<file path="src/phy_aux_defs.svh">
// offsets, field positions, reset values and timing constants of the config bank
`ifndef PHY_AUX_DEFS_SVH
`define PHY_AUX_DEFS_SVH

// register offsets, word addresses
`define REG_SLEEP_CG    16'h0487
`define REG_INTERLEAVE  16'h0489
`define REG_SLEEP_TMR   16'h0493
`define REG_JABBER      16'h0496
`define REG_TEST_PAT    16'h0497
`define REG_WAKE_CFG    16'h04a0
`define REG_IRQ_STAT    16'h04f0
`define REG_IRQ_MASK    16'h04f1

// reset values
`define RST_SLEEP_CG    16'h0a00
`define RST_INTERLEAVE  16'h0001
`define RST_SLEEP_TMR   16'h0014
`define RST_JABBER      16'h044c
`define RST_TEST_PAT    16'h01c0
`define RST_WAKE_CFG    16'h1000
`define RST_ZERO        16'h0000

// bits that software may change; others hold their reset value
`define WMASK_SLEEP_CG   16'hffff
`define WMASK_INTERLEAVE 16'h0007
`define WMASK_SLEEP_TMR  16'hffff
`define WMASK_JABBER     16'h07ff
`define WMASK_TEST_PAT   16'h03ff
`define WMASK_WAKE_CFG   16'hf7ff

// field positions
`define SCG_EN      0
`define IL_DET      0
`define IL_FOLLOW   1
`define IL_FORCE    2
`define TMR_LO      4
`define TMR_HI      5
`define JAB_HI      10
`define TM_LO       4
`define TM_HI       9
`define WK_MAGIC    0
`define WK_PAT      1
`define WK_EN       7
`define WK_LEVEL    8
`define WK_PW_LO    9
`define WK_PW_HI    10
`define WK_CLR      11
`define WK_CRC      12

// interrupt status layout
`define IRQ_JABBER  0
`define IRQ_WAKE    1
`define IRQ_BITS    2

// clock and timing
`define CLK_PERIOD_NS  100
`define CLK_MHZ        10
`define SLEEP_T0_US    400
`define SLEEP_T1_US    1000
`define SLEEP_T2_US    4000
`define SLEEP_T3_US    8000
`define US_TO_CYC(us)  ((us) * `CLK_MHZ)
`define WAKE_PW0_NS    80
`define WAKE_PW1_NS    160
`define WAKE_PW2_NS    320
`define WAKE_PW3_NS    640
`define NS_TO_CYC(ns)  (((ns) + `CLK_PERIOD_NS - 1) / `CLK_PERIOD_NS)
`define TM_MUL         2
`define TM_ADD         2

`endif

</file>
<file path="src/phy_aux_pkg.sv">
// shared types of the config bank
package phy_aux_pkg;
    // wake indicator states
    typedef enum logic [1:0] {
        WAKE_IDLE,
        WAKE_PULSE,
        WAKE_LEVEL
    } wake_state_t;
endpackage : phy_aux_pkg

</file>
<file path="src/wake_indicator.sv">
// wake-frame indication: qualifies hits and drives a pulse or a held level
`timescale 1ns/1ps
`include "phy_aux_defs.svh"

module wake_indicator (
    input  wire logic       mclk,        // core clock
    input  wire logic       rst_n,       // sync reset, low
    input  wire logic       magic_hit,   // magic packet seen, pulse
    input  wire logic       pattern_hit, // pattern frame seen, pulse
    input  wire logic       crc_bad,     // frame crc bad, with hit
    input  wire logic       wake_en,     // detection enabled
    input  wire logic       magic_en,    // magic hit enabled
    input  wire logic       pattern_en,  // pattern hit enabled
    input  wire logic       crc_gate,    // gate bad-crc frames
    input  wire logic       level_mode,  // 1 held level, 0 pulse
    input  wire logic [1:0] pulse_sel,   // pulse width code
    input  wire logic       level_clr,   // clear held level, pulse
    output logic            wake_out_q,  // wake indication
    output logic            wake_evt_q   // qualified event, pulse
);
    // pulse widths rounded up to whole core cycles
    localparam logic [2:0] PW0 = 3'(`NS_TO_CYC(`WAKE_PW0_NS));
    localparam logic [2:0] PW1 = 3'(`NS_TO_CYC(`WAKE_PW1_NS));
    localparam logic [2:0] PW2 = 3'(`NS_TO_CYC(`WAKE_PW2_NS));
    localparam logic [2:0] PW3 = 3'(`NS_TO_CYC(`WAKE_PW3_NS));

    phy_aux_pkg::wake_state_t state_q, state_d; // indicator state
    logic [2:0] cnt_q, cnt_d;                   // pulse cycles left
    logic       evt;                            // qualified hit
    logic [2:0] width;                          // chosen pulse width
    logic       wake_out_d;                     // next indication
    logic       wake_evt_d;                     // next event flag

    ////////////////////////////////////////////////////////////////////////
    // next state
    always_comb begin
        evt = wake_en & ((magic_en & magic_hit) | (pattern_en & pattern_hit))
              & ~(crc_gate & crc_bad);
        unique case (pulse_sel)
            2'b00: width = PW0;
            2'b01: width = PW1;
            2'b10: width = PW2;
            2'b11: width = PW3;
        endcase
        state_d = state_q;
        cnt_d   = cnt_q;
        unique case (state_q)
            phy_aux_pkg::WAKE_IDLE: begin
                if (evt && level_mode) begin
                    state_d = phy_aux_pkg::WAKE_LEVEL;
                end else if (evt) begin
                    state_d = phy_aux_pkg::WAKE_PULSE;
                    cnt_d   = width - 3'h1;
                end
            end
            phy_aux_pkg::WAKE_PULSE: begin
                // a hit during a pulse is merged, not stretched
                if (cnt_q == 3'h0) begin
                    state_d = phy_aux_pkg::WAKE_IDLE;
                end else begin
                    cnt_d = cnt_q - 3'h1;
                end
            end
            phy_aux_pkg::WAKE_LEVEL: begin
                // a new hit in the clearing cycle keeps the level
                if (level_clr && !evt) begin
                    state_d = phy_aux_pkg::WAKE_IDLE;
                end
            end
        endcase
        wake_out_d = (state_d != phy_aux_pkg::WAKE_IDLE);
        wake_evt_d = evt;
    end

    ////////////////////////////////////////////////////////////////////////
    // registers
    always_ff @(posedge mclk) begin
        if (!rst_n) begin
            state_q    <= phy_aux_pkg::WAKE_IDLE;
            cnt_q      <= 3'h0;
            wake_out_q <= 1'b0;
            wake_evt_q <= 1'b0;
        end else begin
            state_q    <= state_d;
            cnt_q      <= cnt_d;
            wake_out_q <= wake_out_d;
            wake_evt_q <= wake_evt_d;
        end
    end
endmodule : wake_indicator

</file>
<file path="src/phy_pcs_aux_config_regs.sv">
// auxiliary coding-sublayer config bank with jabber timer and interrupts
//
// Implementation choice: the strobed register port.
`timescale 1ns/1ps
`include "phy_aux_defs.svh"

// Summary of operation
// - sleep code-groups only while enable bit set
// - force bit turns transmit interleave on
// - follow bit: interleave once receive detects it
// - detection runs while enable bit is one
// - timer code picks 0.4, 1, 4, 8 ms
// - jabber once transmission exceeds programmed timeout
// - one timeout count equals one microsecond
// - test burst length is twice field plus two
// - mode bit selects held level or pulse
// - pulse width code gives 80..640 ns, rounded up to 1..7 core cycles
// - clear bit drops held level, self-clears
// - crc gate suppresses wake on bad frames
module phy_pcs_aux_config_regs #(
    parameter int SLEEP_T0_CYC = `US_TO_CYC(`SLEEP_T0_US), // 0.4 ms in cycles
    parameter int SLEEP_T1_CYC = `US_TO_CYC(`SLEEP_T1_US), // 1 ms in cycles
    parameter int SLEEP_T2_CYC = `US_TO_CYC(`SLEEP_T2_US), // 4 ms in cycles
    parameter int SLEEP_T3_CYC = `US_TO_CYC(`SLEEP_T3_US)  // 8 ms in cycles
) (
    input  wire logic        mclk,             // core clock, 10 MHz
    input  wire logic        rst_n,            // sync reset, low
    input  wire logic [15:0] addr,             // register address
    input  wire logic [15:0] wr_data,          // write data
    input  wire logic        wr_stb,           // write strobe
    input  wire logic        rd_stb,           // read strobe
    output logic      [15:0] rd_data_q,        // read data, next cycle
    input  wire logic        rx_interleave_seen, // receive saw interleave
    input  wire logic        tx_active,        // transmission in progress
    input  wire logic        magic_hit,        // magic packet seen
    input  wire logic        pattern_hit,      // pattern frame seen
    input  wire logic        crc_bad,          // frame crc bad
    output logic             sleep_codegroup_enable_q, // sleep code-groups on
    output logic             rx_interleave_detect_q,   // detection on
    output logic             tx_interleave_q,  // transmit interleave on
    output logic      [16:0] sleep_timer_cyc_q, // sleep timer length
    output logic      [14:0] jabber_limit_q,   // jabber limit in cycles
    output logic             jabber_q,         // jabber condition
    output logic      [7:0]  tm1_burst_len_q,  // test mode 1 symbols, up to 128
    output logic             wake_frame_detect_q, // wake indication
    output logic             irq_q             // interrupt, high level
);
    // register storage
    logic [15:0] scg_q, scg_d;       // sleep_codegroup_control
    logic [15:0] il_q, il_d;         // interleave_config
    logic [15:0] tmr_q, tmr_d;       // sleep_request_timer_control
    logic [15:0] jab_q, jab_d;       // jabber_timeout_config
    logic [15:0] tp_q, tp_d;         // test_pattern_control
    logic [15:0] wk_q, wk_d;         // wake_frame_config
    logic [`IRQ_BITS-1:0] stat_q, stat_d; // sticky events
    logic [`IRQ_BITS-1:0] mask_q, mask_d; // interrupt enables
    logic [15:0] rd_data_d;          // next read data
    logic        wk_clr;             // level clear pulse

    // derived control
    logic        tx_il_d;            // next transmit interleave
    logic [16:0] tmr_cyc_d;          // next timer length
    logic [14:0] jab_lim_d;          // next jabber limit
    logic [7:0]  tm_len_d;           // next burst length
    logic        irq_d;              // next interrupt

    // jabber detector
    logic [14:0] jcnt_q, jcnt_d;     // active cycles so far
    logic        jabber_d;           // next jabber flag
    logic        jab_evt;            // jabber onset

    logic        wake_evt;           // qualified wake event

    // write decodes and the status read decode
    logic wr_scg, wr_il, wr_tmr, wr_jab, wr_tp, wr_wk, wr_mask, rd_stat;

    // keep read-only bits, take writable ones
    function automatic logic [15:0] merge(input logic [15:0] old_v,
                                          input logic [15:0] new_v,
                                          input logic [15:0] wmask);
        merge = (new_v & wmask) | (old_v & ~wmask);
    endfunction : merge

    ////////////////////////////////////////////////////////////////////////
    // address decode
    always_comb begin
        wr_scg  = wr_stb && (addr == `REG_SLEEP_CG);
        wr_il   = wr_stb && (addr == `REG_INTERLEAVE);
        wr_tmr  = wr_stb && (addr == `REG_SLEEP_TMR);
        wr_jab  = wr_stb && (addr == `REG_JABBER);
        wr_tp   = wr_stb && (addr == `REG_TEST_PAT);
        wr_wk   = wr_stb && (addr == `REG_WAKE_CFG);
        wr_mask = wr_stb && (addr == `REG_IRQ_MASK);
        rd_stat = rd_stb && (addr == `REG_IRQ_STAT);
        // the clear bit is never stored, so it reads zero
        wk_clr  = wr_wk && wr_data[`WK_CLR];
    end

    ////////////////////////////////////////////////////////////////////////
    // register next values
    always_comb begin
        scg_d  = wr_scg ? merge(scg_q, wr_data, `WMASK_SLEEP_CG) : scg_q;
        il_d   = wr_il  ? merge(il_q,  wr_data, `WMASK_INTERLEAVE) : il_q;
        tmr_d  = wr_tmr ? merge(tmr_q, wr_data, `WMASK_SLEEP_TMR) : tmr_q;
        jab_d  = wr_jab ? merge(jab_q, wr_data, `WMASK_JABBER) : jab_q;
        tp_d   = wr_tp  ? merge(tp_q,  wr_data, `WMASK_TEST_PAT) : tp_q;
        wk_d   = wr_wk  ? merge(wk_q,  wr_data, `WMASK_WAKE_CFG) : wk_q;
        mask_d = wr_mask ? wr_data[`IRQ_BITS-1:0] : mask_q;
        // read clears, but an event in the same cycle survives
        stat_d = rd_stat ? {`IRQ_BITS{1'b0}} : stat_q;
        stat_d[`IRQ_JABBER] = stat_d[`IRQ_JABBER] | jab_evt;
        stat_d[`IRQ_WAKE]   = stat_d[`IRQ_WAKE] | wake_evt;
        irq_d = |(stat_q & mask_q);
    end

    ////////////////////////////////////////////////////////////////////////
    // read mux, unmapped addresses read zero
    always_comb begin
        rd_data_d = `RST_ZERO;
        if (rd_stb) begin
            unique case (addr)
                `REG_SLEEP_CG:   rd_data_d = scg_q;
                `REG_INTERLEAVE: rd_data_d = il_q;
                `REG_SLEEP_TMR:  rd_data_d = tmr_q;
                `REG_JABBER:     rd_data_d = jab_q;
                `REG_TEST_PAT:   rd_data_d = tp_q;
                `REG_WAKE_CFG:   rd_data_d = wk_q;
                `REG_IRQ_STAT:   rd_data_d = 16'(stat_q);
                `REG_IRQ_MASK:   rd_data_d = 16'(mask_q);
                default:         rd_data_d = `RST_ZERO;
            endcase
        end
    end

    ////////////////////////////////////////////////////////////////////////
    // control decode toward the datapath units
    always_comb begin
        // force wins; follow waits for the receive side to see it
        tx_il_d = il_q[`IL_FORCE]
                | (il_q[`IL_FOLLOW] & il_q[`IL_DET] & rx_interleave_seen);
        unique case (tmr_q[`TMR_HI:`TMR_LO])
            2'b00: tmr_cyc_d = 17'(SLEEP_T0_CYC);
            2'b01: tmr_cyc_d = 17'(SLEEP_T1_CYC);
            2'b10: tmr_cyc_d = 17'(SLEEP_T2_CYC);
            2'b11: tmr_cyc_d = 17'(SLEEP_T3_CYC);
        endcase
        jab_lim_d = 15'(jab_q[`JAB_HI:0]) * 15'(`CLK_MHZ);
        // full field gives 128, one past seven bits
        tm_len_d  = 8'(`TM_MUL) * 8'(tp_q[`TM_HI:`TM_LO]) + 8'(`TM_ADD);
    end

    ////////////////////////////////////////////////////////////////////////
    // jabber detector: flags once transmit outlasts the limit
    always_comb begin
        // counter saturates; the largest limit stays well below its top
        if (!tx_active) begin
            jcnt_d = 15'h0000;
        end else if (jcnt_q != 15'h7fff) begin
            jcnt_d = jcnt_q + 15'h0001;
        end else begin
            jcnt_d = jcnt_q;
        end
        // jcnt_q earlier active cycles plus this one exceed the limit
        jabber_d = tx_active && (jcnt_q >= jabber_limit_q);
        jab_evt  = jabber_d && !jabber_q;
    end

    ////////////////////////////////////////////////////////////////////////
    // all registers
    always_ff @(posedge mclk) begin
        if (!rst_n) begin
            scg_q  <= `RST_SLEEP_CG;
            il_q   <= `RST_INTERLEAVE;
            tmr_q  <= `RST_SLEEP_TMR;
            jab_q  <= `RST_JABBER;
            tp_q   <= `RST_TEST_PAT;
            wk_q   <= `RST_WAKE_CFG;
            stat_q <= {`IRQ_BITS{1'b0}};
            mask_q <= {`IRQ_BITS{1'b0}};
            rd_data_q <= `RST_ZERO;
            sleep_codegroup_enable_q <= 1'b0;
            rx_interleave_detect_q   <= 1'b1;
            tx_interleave_q   <= 1'b0;
            sleep_timer_cyc_q <= 17'(SLEEP_T1_CYC);
            jabber_limit_q    <= 15'(`RST_JABBER) * 15'(`CLK_MHZ);
            tm1_burst_len_q   <= 8'(`TM_MUL) * 8'(`RST_TEST_PAT >> `TM_LO) + 8'(`TM_ADD);
            jcnt_q   <= 15'h0000;
            jabber_q <= 1'b0;
            irq_q    <= 1'b0;
        end else begin
            scg_q  <= scg_d;
            il_q   <= il_d;
            tmr_q  <= tmr_d;
            jab_q  <= jab_d;
            tp_q   <= tp_d;
            wk_q   <= wk_d;
            stat_q <= stat_d;
            mask_q <= mask_d;
            rd_data_q <= rd_data_d;
            sleep_codegroup_enable_q <= scg_d[`SCG_EN];
            rx_interleave_detect_q   <= il_d[`IL_DET];
            tx_interleave_q   <= tx_il_d;
            sleep_timer_cyc_q <= tmr_cyc_d;
            jabber_limit_q    <= jab_lim_d;
            tm1_burst_len_q   <= tm_len_d;
            jcnt_q   <= jcnt_d;
            jabber_q <= jabber_d;
            irq_q    <= irq_d;
        end
    end

    ////////////////////////////////////////////////////////////////////////
    // wake indication unit
    wake_indicator u_wake (
        .mclk        (mclk),
        .rst_n       (rst_n),
        .magic_hit   (magic_hit),
        .pattern_hit (pattern_hit),
        .crc_bad     (crc_bad),
        .wake_en     (wk_q[`WK_EN]),
        .magic_en    (wk_q[`WK_MAGIC]),
        .pattern_en  (wk_q[`WK_PAT]),
        .crc_gate    (wk_q[`WK_CRC]),
        .level_mode  (wk_q[`WK_LEVEL]),
        .pulse_sel   (wk_q[`WK_PW_HI:`WK_PW_LO]),
        .level_clr   (wk_clr),
        .wake_out_q  (wake_frame_detect_q),
        .wake_evt_q  (wake_evt)
    );
endmodule : phy_pcs_aux_config_regs

</file>
<file path="config.mk">
export PLATFORM = sky130hd
export DESIGN_NAME = phy_pcs_aux_config_regs
export DESIGN_NICKNAME = d
export VERILOG_FILES = /design/src/phy_aux_pkg.sv /design/src/wake_indicator.sv /design/src/phy_pcs_aux_config_regs.sv
export VERILOG_INCLUDE_DIRS = /design/src
export SDC_FILE = /design/constraint.sdc
export NUM_CORES = 1
export LEC_CHECK = 0
export BUFFER_PORTS_ARGS = -buffer_cell sky130_fd_sc_hd__buf_4
export CORE_ASPECT_RATIO = 1.5
export CORE_MARGIN = 2
export CORE_UTILIZATION = 50
export CTS_BUF_LIST = sky130_fd_sc_hd__clkbuf_4 sky130_fd_sc_hd__clkbuf_8
export CTS_CLUSTER_SIZE = 16
export DETAILED_ROUTE_END_ITERATION = 10
export GPL_TIMING_DRIVEN = 0
export PLACE_DENSITY = 0.74
export SYNTH_ARGS = -nofsm -noshare
export SYNTH_HDL_FRONTEND = slang
export SYNTH_SLANG_ARGS = --single-unit
</file>
<file path="constraint.sdc">
create_clock -name mclk -period 2.2 [get_ports mclk]
set_input_delay 0.33 -clock mclk [delete_from_list [all_inputs] [get_ports mclk]]
set_output_delay 0.33 -clock mclk [all_outputs]
set_load 0.01 [all_outputs]
</file>
# After elaboration in Yosys (flattened, before gate mapping)
# Index checks and enable logic that the tools add are counted.
[totals] output_inout_bits=62 elab_cells=106 inputBits=41 regBits=181
[classes] n_mux=15 mul=1 bitwise=17 reduce_logical=25 magnitude_cmp=1 addsub=4 n_eq_ne=20
[op_table] operator="$eq A16 B11 Y1 const B" count=8
[op_table] operator="$pmux W16 S8" count=1
[op_table] operator="$pmux W17 S4" count=1
[op_table] operator="$or A10 B16 Y16" count=1
[op_table] operator="$or A11 B16 Y16" count=1
[op_table] operator="$or A16 B12 Y16" count=1
[op_table] operator="$or A3 B16 Y16" count=1
[op_table] operator="$add A15 B1 Y15 const B" count=1
[op_table] operator="$ge A15 B15 Y1" count=1
[op_table] operator="$ne A15 B15 Y1 const B" count=1
[op_table] operator="$mul A11 B3 Y14 const B" count=1
[op_table] operator="$logic_and A1 B1 Y1" count=13
[op_table] operator="$pmux W3 S4" count=1
[op_table] operator="$eq A2 B2 Y1 const B" count=5
[op_table] operator="$mux W2" count=5
[op_table] operator="$mux W3" count=3
[op_table] operator="$add A7 B2 Y8 const B" count=1
[op_table] operator="$and A1 B1 Y1" count=7
[op_table] operator="$eq A2 B1 Y1 const B" count=3
[op_table] operator="$logic_not A2 Y1" count=3
[op_table] operator="$pmux W2 S3" count=1
[op_table] operator="$pmux W3 S2" count=1
[op_table] operator="$sub A3 B1 Y3 const B" count=2
[op_table] operator="$ne A2 B2 Y1 const B" count=2
[op_table] operator="other kinds (11)" count=18

# Depth between registers and ports, before layout
[logic_depth] depth_word=9 mapped_depth=9 depth_no_buf=9

# Cells and area by module
# Synthesis repeated with hierarchy kept, for this count alone.
[unflattened] cells_unflattened=796 area_unflattened_um2=7130.6
[by_module_without_submodules] module="phy_pcs_aux_config_regs" instances=1 cells_per_inst=734 area_per_inst_um2=6601.3 seq_area_each_um2=2802.7
[by_module_without_submodules] module="wake_indicator" instances=1 cells_per_inst=62 area_per_inst_um2=529.3 seq_area_each_um2=140.1

# Least setup slack after synthesis
# Ideal clock, no wire load.
[synth_timing] kind="register to register" start="register jab_q[3]" end="register jabber_limit_q[14]" t_arrival_ns=2.225 path_stages_with_launch=9 n_path_buf=0 t_required_ns=2.084 period_less_slack_ns=2.341 setup_time_ns=0.116 slack_ns=-0.141 path_cell_list="dfxtp_1 ha_1 ha_1 fa_1 a21oi_1 o21ai_0 a2111o_1 and3_1 o211a_1"
[synth_via] elab_chain_len=1
[synth_lines] element="from (decl)" line="phy_pcs_aux_config_regs.sv:52" rtl="logic [15:0] jab_q, jab_d;"
[synth_lines] element="from (signal assigned)" line="phy_pcs_aux_config_regs.sv:175" rtl="jab_q <= `RST_JABBER;"
[synth_lines] element="from (signal assigned)" line="phy_pcs_aux_config_regs.sv:194" rtl="jab_q <= jab_d;"
[synth_lines] element="$mul A11 B3 Y14" line="phy_pcs_aux_config_regs.sv:147" rtl="jab_lim_d = 15'(jab_q[`JAB_HI:0]) * 15'(`CLK_MHZ);"
[synth_lines] element="to (signal assigned)" line="phy_pcs_aux_config_regs.sv:185" rtl="jabber_limit_q <= 15'(`RST_JABBER) * 15'(`CLK_MHZ);"
[synth_lines] element="to (signal assigned)" line="phy_pcs_aux_config_regs.sv:204" rtl="jabber_limit_q <= jab_lim_d;"
[synth_lines] element="to (decl)" line="phy_pcs_aux_config_regs.sv:42" rtl="output logic [14:0] jabber_limit_q,"
# No other way between the ends.
# A chain may end at the register's enable or synchronous reset.

# Final worst setup path
[layout_timing] start="register jab_q[1]" end="register jabber_limit_q[14]"
# The elaborated chain is that of the path after synthesis.

==> summary.txt <==
Run status
  • Status: finished, violations left
  • Failing checks: negative setup slack

Timing
  • Final slew viol count: 0
  • Post-route worst setup slack: -0.0357 ns
  • Clock Skew: 0.00921 ns
  • Final hold violations: 0
  • Slew of the pin with the lowest slew margin: 0.705 ns
  • Period minus WS final: ~2.2 ns
  • RSZ-0062 raised after global routing: true
  • Fmax: 0.447 GHz
  • Setup violators final: 2
  • Tcrit/Tclk final: 1.02
  • Max_slew headroom: 0.530

Global routing
  • Vias in the first global route: approximately 5.9k
  • Largest net degree at the start of global routing: 18
  • All-Layer GR Usage: 0.250
  • Global route total overflow: 0
  • First-pass GRT wire length: 28.9 mm
  • Antenna violations before repair: 0

Clocking
  • Num Clock Sinks: between 100 and 150
  • Max Buffers Root-to-Sink: 2
  • # hold bufs at CTS: 0
  • H-tree level count: 4
  • CTS tree: built
  • Worst-path clk slew: 0.10 ns
  • Worst skew pair latency: 0.46 ns
  • Total CTS buffers: 17
  • Clock root cell: clkbuf_8

Flow run
  • Max-Cap Viols: 0

Routing
  • Final Routed Wirelength: 18.3 mm
  • Via-per-instance ratio: 5.64
  • Vias post-DR: around 6.1k
  • TritonRoute pass-1 iters: 5
  • Number of nets with antenna violations after routing: 0
  • DRT iter0 DRCs: 429
  • DRC: 0
  • Avg WL per Cell: 16.9 microns

Yosys
  • Post-Syn Area: 6820 sq um
  • Async S/R FF share, synth: 0
  • Synth cell types: 63
  • Post-synth EDFFs: 0
  • Most used flip-flop cell after synthesis: dfxtp_1
  • #FFs+latches synth: roughly 150
  • Register area share after synthesis: 0.431
  • Syn Inst Count: 781
  • YS warnings: 0
  • Avg Cell Area, Syn: a little under 9 sq um

Place
  • RePlAce Congestion: 0.910
  • Post-Place Worst Slack: -0.725 ns
  • Input/output buffers: between 90 and 100
  • Post-DP HPWL: 13.5 mm
  • Placed cells: 1042

Setup path
  • Delay of the slowest critical-path stage: ~0.40 ns
  • CP startpoint kind: flop
  • Worst EP required: approximately 2.6 ns
  • Slowest CP cell: a2111o_1
  • Crit path top cell by count: ha_4
  • Worst-path maximum fanout: 3
  • Worst path arrival time: 2.59 ns
  • Crit path kind: flop to flop
  • Crit end category: flop
  • Crit-path cells: ha_4 > ha_4 > fa_2 > a21oi_4 > o21ai_2 > a2111o_1 > and3_4 > o211a_1

Floorplan
  • Die ar.: approximately 15000 sq um
  • Die height: 147 microns
  • Cell Rows: 52
  • IO Pins: 103
  • Die X: between 90 and 100 microns
  • Core area: 13400 sq um
  • Initial Util: 0.509

Layout
  • # diodes: 0
  • Nets: 996
  • Area Overhead vs Synth: 22.4%
  • Layout cells sized above 1: 0.222
  • Final Non-Filler Cells: 1081

Power
  • Power Density: around 590 nW/um^2
  • Leakage: between 3 and 4 nW
  • Peak VDD IR: roughly 0.43 mV

Hold path
  • Hold crit path type: input port to flop
state kept, by name, summed over array words and instances, names as in the netlist, 2 cells and up:
name / count
u_wake.cnt_q: 3
scg_q: 15
rd_data_q: 16
wk_q: 15
tm1_burst_len_q: 7
jabber_limit_q: 14
jab_q: 11
stat_q: 2
il_q: 2
jcnt_q: 15
u_wake.state_q: 2
sleep_timer_cyc_q: 10
mask_q: 2
tp_q: 10
tmr_q: 16
path summary, 6_finish.rpt:
kind | start | endpoint | slack (ns) | cells past startpoint
worst max-delay path | jab_q[1]$_SDFFE_PN0P_ | jabber_limit_q[14]$_SDFF_PN0_ | -0.04 | 8
worst min-delay path | wr_data[12] | wk_q[12]$_SDFFE_PN1N_ | 0.09 | 3
worst max register to register | jab_q[1]$_SDFFE_PN0P_ | jabber_limit_q[14]$_SDFF_PN0_ | -0.04 | 8
worst min register to register | scg_q[2]$_SDFFE_PN0P_ | scg_q[2]$_SDFFE_PN0P_ | 0.46 | 2
area by class of cell:
cell class / instances / area, sq um
well taps: 162 / 203
clock inverters: 15 / 153
clock buffers: 17 / 234
flip-flops and latches: 147 / 2960
plain buffers: 47 / 262
fillers: 1163 / 5050
repair buffers: 100 / 754
inverters: 26 / 97.6
multi-input cells: 567 / 3690
per-stage QoR:
step | instance area, sq um | TNS [ns] | total power, mW | hold slack (ns) | utilization
2_1_floorplan | 6880 | 0 | 2.80 | 0.395 | -
3_3_place_gp | 7780 | -35.30 | 2.92 | 0.431 | 0.580
3_5_place_dp | 7780 | -36.82 | 2.92 | 0.443 | 0.580
4_1_cts | 8280 | -0.0278 | 4.95 | 0.0916 | 0.618
5_1_grt | 8350 | -0.194 | 5.08 | 0.0993 | 0.623
6_report | 8350 | -0.0384 | 4.94 | 0.0940 | 0.623
cells by family after synthesis:
kind of cell               share of synthesized area
AOI/OAI and AO/OA                              0.160
xor gates and xnor gates                      0.0257
adders and majority gates                     0.0910
buffers and inverters                         0.0521
DFF                                            0.431
muxes                                         0.0194
other                                       0.000550
and+or+nand+nor                                0.220
timing repair:
action / in CTS / in global routing
pin swaps: 5 / 2
cloned: 0 / 0
endpoints found under the setup margin: 41 / 25
gates resized for setup: 14 / 13
setup buffers: 7 / 0
endpoints found under the hold margin: 0 / 0
routing by layer:
layer | wire [microns] | global-route usage | part of all wire
met1 | 7070 | 0.283 | 0.39
met4 | 643 | 0.107 | 0.035
met2 | 9500 | 0.452 | 0.52
met3 | 1040 | 0.0500 | 0.057
met5 | 0 | 0 | 0
power breakdown:
part / total [mW] / internal, mW / leakage, nW / switching [mW]
combinational: 0.202 / 0.0750 / 2.07 / 0.127
sequential: 2.66 / 2.66 / 1.19 / 0.00216
clock: 2.08 / 0.858 / 0.197 / 1.22
total: 4.94 / 3.59 / 3.45 / 1.35
cells in the final DEF, fill, tap and decap left out, types with 10 or more instances in the layout:
master	n
ha_1	44
clkbuf_8	17
buf_4	112
o21ai_0	11
clkbuf_1	19
nor2_1	40
mux2i_1	11
a31oi_1	10
nand2_1	170
dfxtp_1	143
and2_1	13
a21oi_1	75
a22oi_1	20
inv_1	25
nand3_1	23
xor2_1	15
cell usage after synthesis (3+ instances only):
| cell | n | share of area |
|---|---|---|
| mux2i_1 | 11 | 0.016 |
| or2_2 | 4 | 0.0037 |
| and3_1 | 7 | 0.0064 |
| a41oi_1 | 3 | 0.0039 |
| nor2b_1 | 5 | 0.0046 |
| nand2b_1 | 7 | 0.0064 |
| clkbuf_1 | 22 | 0.012 |
| a22o_1 | 3 | 0.0039 |
| dfxtp_1 | 147 | 0.43 |
| nor4_2 | 6 | 0.011 |
| nand4_1 | 3 | 0.0028 |
| a222oi_1 | 4 | 0.0059 |
| a21oi_1 | 76 | 0.056 |
| xnor2_1 | 5 | 0.0064 |
| nor3_1 | 5 | 0.0037 |
| nor2_1 | 40 | 0.022 |
| a221oi_1 | 3 | 0.0039 |
| ha_1 | 48 | 0.088 |
| buf_2 | 8 | 0.0059 |
| buf_6 | 3 | 0.0050 |
| inv_1 | 25 | 0.014 |
| nand3_1 | 23 | 0.017 |
| or4b_2 | 4 | 0.0059 |
| buf_4 | 13 | 0.014 |
| and2_1 | 13 | 0.012 |
| and4_1 | 3 | 0.0039 |
| xor2_1 | 15 | 0.019 |
| o21ai_0 | 12 | 0.0088 |
| a211oi_1 | 6 | 0.0066 |
| a31oi_1 | 10 | 0.0092 |
| o2111ai_1 | 6 | 0.0077 |
| a22oi_1 | 20 | 0.022 |
| nand2_1 | 171 | 0.094 |
| a21oi_2 | 6 | 0.0077 |
| o211ai_1 | 5 | 0.0055 |
critical path, delay by kind of cell, from the launching register on:
kind / cells / cell delay (ns)
compound gates: 4 / 0.83
simple gates: 1 / 0.17
fa+ha+maj: 3 / 0.77
flops: 1 / 0.36
Note: power is estimated with default switching activity, not from simulation.
